**src/design/xafe_map.svh**
```systemverilog
// constants for the xor-into-target execute block
`ifndef XAFE_MAP_SVH
`define XAFE_MAP_SVH
`define XAFE_OPC_HI        11
`define XAFE_OPC_LO        6
`define XAFE_OPC_VAL       6'h06
`define XAFE_DEST_BIT      5
`define XAFE_SLOT_HI       4
`define XAFE_SLOT_LO       0
`define XAFE_ACC_RST       8'h00
`define XAFE_REG_RST       8'h00
`define XAFE_ZERO_RST      1'b0
`define XAFE_DEST_ACC      1'b0
`define XAFE_DEST_REG      1'b1
`endif

```
**src/design/xafe_pkg.sv**
```systemverilog
// types for the xor-into-target execute block
package xafe_pkg;
  typedef logic [7:0]  xafe_byte_t;
  typedef logic [11:0] xafe_word_t;
  typedef logic [4:0]  xafe_slot_t;
endpackage : xafe_pkg
```
**src/design/xafe_decode.sv**
```systemverilog
// decoder for the xor-into-target instruction word
`timescale 1ns/10ps
`include "xafe_map.svh"
module xafe_decode (
  // instruction word
  input  wire xafe_pkg::xafe_word_t insn_i,
  // decoded fields
  output logic                      hit_o,
  output logic                      dest_o,
  output xafe_pkg::xafe_slot_t      slot_o
);
  import xafe_pkg::*;

  // match opcode, split destination and slot
  always_comb begin
    hit_o  = (insn_i[`XAFE_OPC_HI:`XAFE_OPC_LO] == `XAFE_OPC_VAL); // [RL5]
    dest_o = insn_i[`XAFE_DEST_BIT];                                // [RL6]
    slot_o = insn_i[`XAFE_SLOT_HI:`XAFE_SLOT_LO];                   // [RL6]
  end
endmodule : xafe_decode

```
**src/design/xafe_exec.sv**
```systemverilog
// execute unit for the xor-into-target instruction
//
// Functional notes
// (RL1) xor accumulator with addressed data register
// (RL2) target bit 0: result into accumulator
// (RL3) target bit 1: result into data register
// (RL4) only zero flag changes, set when zero
// (RL5) opcode is upper six bits 000110
// (RL6) slot addresses registers 0 to 31
// (RL7) one word, one instruction cycle
// (RL8) zero flag from written result
`timescale 1ns/10ps
`include "xafe_map.svh"
module xafe_exec (
  // clock and reset
  input  wire logic                 ref_clk_i,
  input  wire logic                 rst_b_i,
  // instruction issue
  input  wire logic                 insn_valid_i,
  input  wire xafe_pkg::xafe_word_t insn_i,
  // state preload, taken only while no word is issued
  input  wire logic                 load_acc_i,
  input  wire logic                 load_reg_i,
  input  wire xafe_pkg::xafe_slot_t load_slot_i,
  input  wire xafe_pkg::xafe_byte_t load_data_i,
  // architectural state
  output xafe_pkg::xafe_byte_t      acc_o,
  output logic                      zero_o,
  output logic                      done_o,
  // data register watch port
  input  wire xafe_pkg::xafe_slot_t peek_slot_i,
  output xafe_pkg::xafe_byte_t      peek_data_o
);
  import xafe_pkg::*;

  // ---------------------------------------------------------------
  // decode
  // ---------------------------------------------------------------
  logic       hit;
  logic       dest;
  xafe_slot_t slot;
  logic       go;
  xafe_byte_t acc;
  xafe_byte_t file_q [0:31];
  xafe_byte_t result;
  logic       load_ok;
  xafe_byte_t next_acc;

  xafe_decode u_dec (
    .insn_i (insn_i),
    .hit_o  (hit),
    .dest_o (dest),
    .slot_o (slot)
  );

  // ---------------------------------------------------------------
  // datapath
  // ---------------------------------------------------------------
  // issue and operation result
  assign go     = insn_valid_i & hit;
  assign result = acc ^ file_q[slot]; // [RL1]
  // preload never competes with an issued word
  assign load_ok = ~insn_valid_i;

  // next accumulator: preload, result, or hold
  always_comb begin
    next_acc = acc;
    if (load_ok && load_acc_i) begin
      next_acc = load_data_i;
    end else if (go && dest == `XAFE_DEST_ACC) begin
      next_acc = result; // [RL2]
    end
  end

  // accumulator update
  always_ff @(posedge ref_clk_i or negedge rst_b_i) begin
    if (!rst_b_i) begin
      acc <= `XAFE_ACC_RST;
    end else begin
      acc <= next_acc; // [RL2]
    end
  end

  // data register file, written by an executed word when target bit is 1, or by preload
  genvar gi;
  generate
    for (gi = 0; gi < 32; gi++) begin : g_file
      always_ff @(posedge ref_clk_i or negedge rst_b_i) begin
        if (!rst_b_i) begin
          file_q[gi] <= `XAFE_REG_RST;
        end else if (go && dest == `XAFE_DEST_REG &&
                     slot == xafe_slot_t'(gi)) begin
          file_q[gi] <= result; // [RL3] [RL6]
        end else if (load_ok && load_reg_i &&
                     load_slot_i == xafe_slot_t'(gi)) begin
          file_q[gi] <= load_data_i;
        end
      end
    end
  endgenerate

  // zero flag, only status bit touched
  always_ff @(posedge ref_clk_i or negedge rst_b_i) begin
    if (!rst_b_i) begin
      zero_o <= `XAFE_ZERO_RST;
    end else if (go) begin
      zero_o <= (result == 8'h00); // [RL4] [RL8]
    end
  end

  // single-cycle completion strobe
  always_ff @(posedge ref_clk_i or negedge rst_b_i) begin
    if (!rst_b_i) begin
      done_o <= 1'b0;
    end else begin
      done_o <= go; // [RL7]
    end
  end

  // registered views of state
  always_ff @(posedge ref_clk_i or negedge rst_b_i) begin
    if (!rst_b_i) begin
      acc_o       <= `XAFE_ACC_RST;
      peek_data_o <= `XAFE_REG_RST;
    end else begin
      acc_o       <= next_acc;
      peek_data_o <= file_q[peek_slot_i];
    end
  end
endmodule : xafe_exec

```
**config.mk**
```make
export PLATFORM = sky130hd
export DESIGN_NAME = xafe_exec
export DESIGN_NICKNAME = d
export VERILOG_FILES = /design/src/design/xafe_pkg.sv /design/src/design/xafe_decode.sv /design/src/design/xafe_exec.sv
export VERILOG_INCLUDE_DIRS = /design/src /design/src/design
export SDC_FILE = /design/constraint.sdc
export NUM_CORES = 1
export LEC_CHECK = 0
export ABC_AREA = 0
export CORE_MARGIN = 5
export CORE_UTILIZATION = 45
export DETAILED_ROUTE_END_ITERATION = 6
export DONT_BUFFER_PORTS = 1
export MAX_ROUTING_LAYER = met4
export SETUP_SLACK_MARGIN = 0.05
export SYNTH_ARGS = -nofsm -noshare
export SYNTH_HDL_FRONTEND = slang
export SYNTH_SLANG_ARGS = --single-unit
```
**constraint.sdc**
```tcl
create_clock -name ref_clk_i -period 2.9 [get_ports ref_clk_i]
set_input_delay 0.725 -clock ref_clk_i [delete_from_list [all_inputs] [get_ports ref_clk_i]]
set_output_delay 0.725 -clock ref_clk_i [all_outputs]
set_load 0.02 [all_outputs]
```
# Yosys cells after proc, flatten, opt, wreduce, memory -nomap -nowiden
# Index checks and enable logic that the tools add are counted.
# word_totals
register_bits,274
inputBits,35
output_inout_bits,18
wordCells,283
# classes
n_lt_le_gt_ge,2
n_eq_ne,63
muxes,72
n_bitwise,6
n_reduce_logical,104
# op_table
cell,n
$mux 8,70
$eq 5x5->1 const B,32
$bmux 8 s5,2
$eq 5x4->1 const B,16
$logic_and 1x1->1,68
$reduce_bool 2->1,33
$eq 5x3->1 const B,8
$eq 5x2->1 const B,4
$ge 6x6->1 const B,2
$not 5->6,2
$eq 5x1->1 const B,2
$logic_not 5->1,2
$logic_not 8->1,1
$xor 8x8->8,1
$eq 6x3->1 const B,1
$not 1->1,2
$and 1x1->1,1

# Longest topological paths before layout
# logic_depth
ltp_word,7
depth_mapped,11
depth_no_buf,7

# Modules after synthesis
# From an unflattened synthesis, not the netlist that was laid out.
# hier_totals
hier_cells,1640
hier_area_um2,17176.5
# modules_own_cells
mod,n_inst,cells_per_inst,area_per_inst_um2
xafe_exec,1,1632,17108.9
xafe_decode,1,8,67.6

# Worst setup path after synthesis
# OpenSTA, ideal clock, no wires.
# synth_timing
kind,input to register
from,input port peek_slot_i[0]
to,register peek_data_o[3]
setup_ps,125
t_arrival_ps,2894
required_ps,2775
slack_ps,-119
path_stages,5
path_buffers,2
cell_sequence,clkbuf_1 buf_1 mux4_2 mux4_2 mux2_2
# synth_between
elab_chain_len,4
# synth_rtl
item,line,source
from (decl),xafe_exec.sv:31,"input wire xafe_pkg::xafe_slot_t peek_slot_i,"
$not 5->6 (implied by the code),xafe_exec.sv:127,peek_data_o <= file_q[peek_slot_i];
$bmux 8 s5,xafe_exec.sv:127,
$mux 8 (implied by the code) (2 in series),xafe_exec.sv:127,
to (signal assigned),xafe_exec.sv:124,peek_data_o <= `XAFE_REG_RST;
to (signal assigned),xafe_exec.sv:127,
to (decl),xafe_exec.sv:32,output xafe_pkg::xafe_byte_t peek_data_o
# Every way passes these cells. The select of a mux whose other input is x is not followed.
# A chain may end at the register's enable or synchronous reset.

# Worst setup path in the final report
# layout_timing
from,register file_q[96] (netlist name)
to,register file_q[64] (netlist name)
# layout_between
elab_chain_len,5
# layout_rtl
item,line,source
from (decl),xafe_exec.sv:44,xafe_byte_t file_q [0:31];
"from (signal, indexed assignment)",xafe_exec.sv:90,file_q[gi] <= `XAFE_REG_RST;
"from (signal, indexed assignment)",xafe_exec.sv:93,file_q[gi] <= result;
"from (signal, indexed assignment)",xafe_exec.sv:96,file_q[gi] <= load_data_i;
$bmux 8 s5,xafe_exec.sv:61,assign result = acc ^ file_q[slot];
$mux 8 (implied by the code) (2 in series),xafe_exec.sv:61,
$xor 8x8->8,xafe_exec.sv:61,
$mux 8,xafe_exec.sv:91,end else if (go && dest == `XAFE_DEST_REG &&
# Every way passes these cells. The select of a mux whose other input is x is not followed.

==> qor.csv <==
stage;metric;value;unit
placed_design;dp_slack;-0.0552;ns
setup_path;crit_path_max_incr_delay;0.53;ns
setup_path;cp_common_cell;a22o_1;
clock_tree;cts_buffer_depth;3;
yosys;synth_common_cells;dfrtp_1 (274), a21oi_1 (251), o22ai_1 (142);
yosys;synthCells;1465;
yosys;yosys-top-cells-area;dfrtp_1 (43%), mux4_2 (19%), a21oi_1 (7.8%), o22ai_1 (5.5%), a211oi_1 (4.0%);
setup_path;critPathKind;flop to flop;
global_routing;grt_pass1_vias;13700;
yosys;synth_top_area_cell;dfrtp_1;
power;vdd_drop_max;0.467;mV
drt;drtPass1Iterations;5;
placed_design;port_buffers;0;
setup_path;critPathBufInv;1;
yosys;syn-num-nets;1500;
drt;ant_nets;0;
yosys;seq_area_frac_synth;0.427;
clock_tree;htreeDepth;2;
setup_path;worst_setup_path_end_kind;flop;
setup_path;crit_family;compound AO/OA/AOI/OAI gates;
drt;routed_wl;61800;um
clock_tree;clock-sinks;274;
drt;wire_per_inst;31.1;um
clock_tree;cts_resized;0;
drt;via_per_inst;7.10;
setup_path;critPathMaxFanout;12;
sta;hold_viol_final;197;
drt;detail_route.iter0.violations;1994;
finish;diodes;0;
power;power_density;666;nW/um^2
sta;holdWs;-0.104;ns
clock_tree;cts_root_buf;clkbuf_16;
global_routing;antenna_found_initial;0;
finish;drive_above_1_share;0.254;
sta;timing.final.crit_share;0.875;
setup_path;crit_arrival;2.93;ns
setup_path;crit_path_top_delay_cell;mux4_2;
yosys;syn_area_per_cell;11.0;um^2
placed_design;placed_cells;1924;
yosys;synth_edf_count;0;
placed_design;dpl.hpwl;40200;um
sta;finalCriticalPeriod;2.54;ns
clock_tree;clk_pin_slew;0.06;ns
sta;setup_viol;0;
setup_path;cp-start-kind;flop;
global_routing;grt.overflow.total;0;
floorplanning;core;35400;um^2
drt;drc;0;
finish;area_delta_synth_final;14.4;%
sta;layout_setup_ws;0.364;ns
yosys;synth_top_flop_cell;dfrtp_1;
status;status;finished, violations left;
floorplanning;io_pins;53;
floorplanning;die_h;199;um
sta;slew_headroom;0.548;
global_routing;grt_pass1_wl;92500;um
finish;nFillCells;3087;
job;drv_cap;0;
status;violations;negative hold slack;
clock_tree;cts_made_buffers;34;
global_routing;grt_max_degree;275;
power;leakage;7.67;nW
finish;final_cells;1984;
clock_tree;insertion_delay;0.53;ns
yosys;yosysMostFrequentCell;dfrtp_1;
drt;num_vias;14100;
clock_tree;post_cts_buffers;0;
yosys;ys_warn_count;0;
floorplanning;die_x;199;um
floorplanning;die_area;39500;um^2
setup_path;worstPathCellList;mux4_2, a22o_1, a221oi_1, a22o_1, xor2_4, buf_4, a21oi_1;
yosys;synth_top_cell_area_share;0.427;
sta;rsz0062_at_grt;false;
placed_design;gp_congestion;1.06;
floorplanning;start_util;0.453;
setup_path;crit_required;3.30;ns
sta;tightest_slew;0.675;ns
clock_tree;cts_tree;yes;
yosys;ys_ff_latch;274;
min_path;holdCritPathClass;primary input to asynchronous set/reset pin;
sta;finalMaxSlewViolations;0;
yosys;synthArstFlopShare;1.00;
floorplanning;rows;69;
global_routing;grt_util_all_layers;0.322;
setup_path;regToRegSetupSlack;0.36;ns
yosys;yosysUniqueCellTypes;55;
sta;finalClockSkew;0.0205;ns
yosys;synthesis.area;16000;um^2
finish;fin_nets;1534;
sta;fmax;0.394;GHz
[kinds of logic (layout without fill, tap and decap cells)]
kind of cell / after synthesis / after routing / synth area share
flip-flops: 274 / 274 / 0.427
buffers and inverters: 146 / 204 / 0.0420
AND/OR/NAND/NOR: 278 / 278 / 0.0860
XOR/XNOR: 8 / 8 / 0.00577
AO/OA/AOI/OAI: 568 / 568 / 0.213
multiplexers: 191 / 191 / 0.226
[path summary, 6_finish.rpt]
| kind | depth (start not counted) | from | end |
|---|---|---|---|
| worst max-delay path | 7 | file_q[96]$_DFFE_PN0P_ | file_q[64]$_DFFE_PN0P_ |
| worst min-delay path | 0 | rst_b_i | file_q[247]$_DFFE_PN0P_ |
| worst max register to register | 7 | file_q[96]$_DFFE_PN0P_ | file_q[64]$_DFFE_PN0P_ |
| worst min register to register | 2 | file_q[13]$_DFFE_PN0P_ | file_q[13]$_DFFE_PN0P_ |
| max in group asynchronous | 0 | rst_b_i | file_q[4]$_DFFE_PN0P_ |
| min in group ref_clk_i | 2 | load_data_i[6] | acc_o[6]$_DFFE_PN0P_ |
[routing by layer]
metal | vias to the layer above | share of wire | global-route usage
li1 | 5793 | - | -
met2 | 1001 | 0.45 | 0.475
met4 | 0 | 0.046 | 0.120
met1 | 7103 | 0.38 | 0.430
met3 | 184 | 0.12 | 0.0889
met5 | - | 0 | -
[report_power, final]
group	total (W)	switching, W	internal (W)
registers	0.00512	0.000632	0.00449
clock network	0.00422	0.00174	0.00248
logic	0.00288	0.00146	0.00142
total	0.0122	0.00384	0.00839
[state kept, by name, summed over array words and instances, names as in the netlist]
register	cells
acc_o	8
done_o	1
file_q	256
peek_data_o	8
zero_o	1
[per-stage QoR]
step	total power, W	cell area, um^2	util	setup TNS (ns)	hold WS (ns)
2_1_floorplan	0.00694	16000	-	0	0.429
3_3_place_gp	0.00788	17300	0.488	-0.0521	0.444
5_1_grt	0.0126	18400	0.518	0	-0.117
4_1_cts	0.0122	18400	0.518	0	-0.113
6_report	0.0122	18400	0.518	0	-0.104
3_5_place_dp	0.00796	17300	0.488	-0.241	0.445
[final cells by class]
| cell class | count | area [um^2] | share of cell area |
|---|---|---|---|
| timing repair buffer | 134 | 1180 | 0.0644 |
| inverter | 10 | 37.5 | 0.00205 |
| multi-input combinational | 1045 | 8610 | 0.469 |
| clock buffer | 51 | 1040 | 0.0566 |
| tap | 461 | 577 | 0.0314 |
| sequential | 274 | 6860 | 0.374 |
| clock inverter | 9 | 51.3 | 0.00280 |
[worst reg2reg max path: stages (launching register included)]
cell      delay, ns
dfrtp_1        0.38
mux4_2         0.53
a22o_1         0.21
a221oi_1       0.35
a22o_1         0.30
xor2_4         0.25
buf_4          0.27
a21oi_1        0.12
[cells in the final DEF, fill, tap and decap left out, types with 3 or more instances in the layout]
cell type / n
and2_1: 16
a22o_1: 3
mux4_2: 133
nor2_1: 92
clkbuf_16: 37
inv_1: 8
o32ai_1: 4
mux2i_1: 20
clkinv_2: 7
mux2_2: 38
nand3_1: 9
nor2_2: 10
o21ai_0: 18
nand2_1: 50
nor2b_1: 58
nor3_1: 8
dfrtp_1: 274
clkbuf_1: 8
xor2_4: 5
or3_1: 4
clkbuf_8: 6
o22ai_1: 142
o21ai_1: 13
a22oi_1: 22
buf_4: 120
buf_12: 14
a221oi_1: 6
o21ai_2: 7
o221ai_1: 3
a31oi_1: 3
a21oi_1: 251
nand2b_1: 11
and3_1: 10
xnor2_2: 3
a211oi_1: 85
Power figures use the tool's default switching activity.
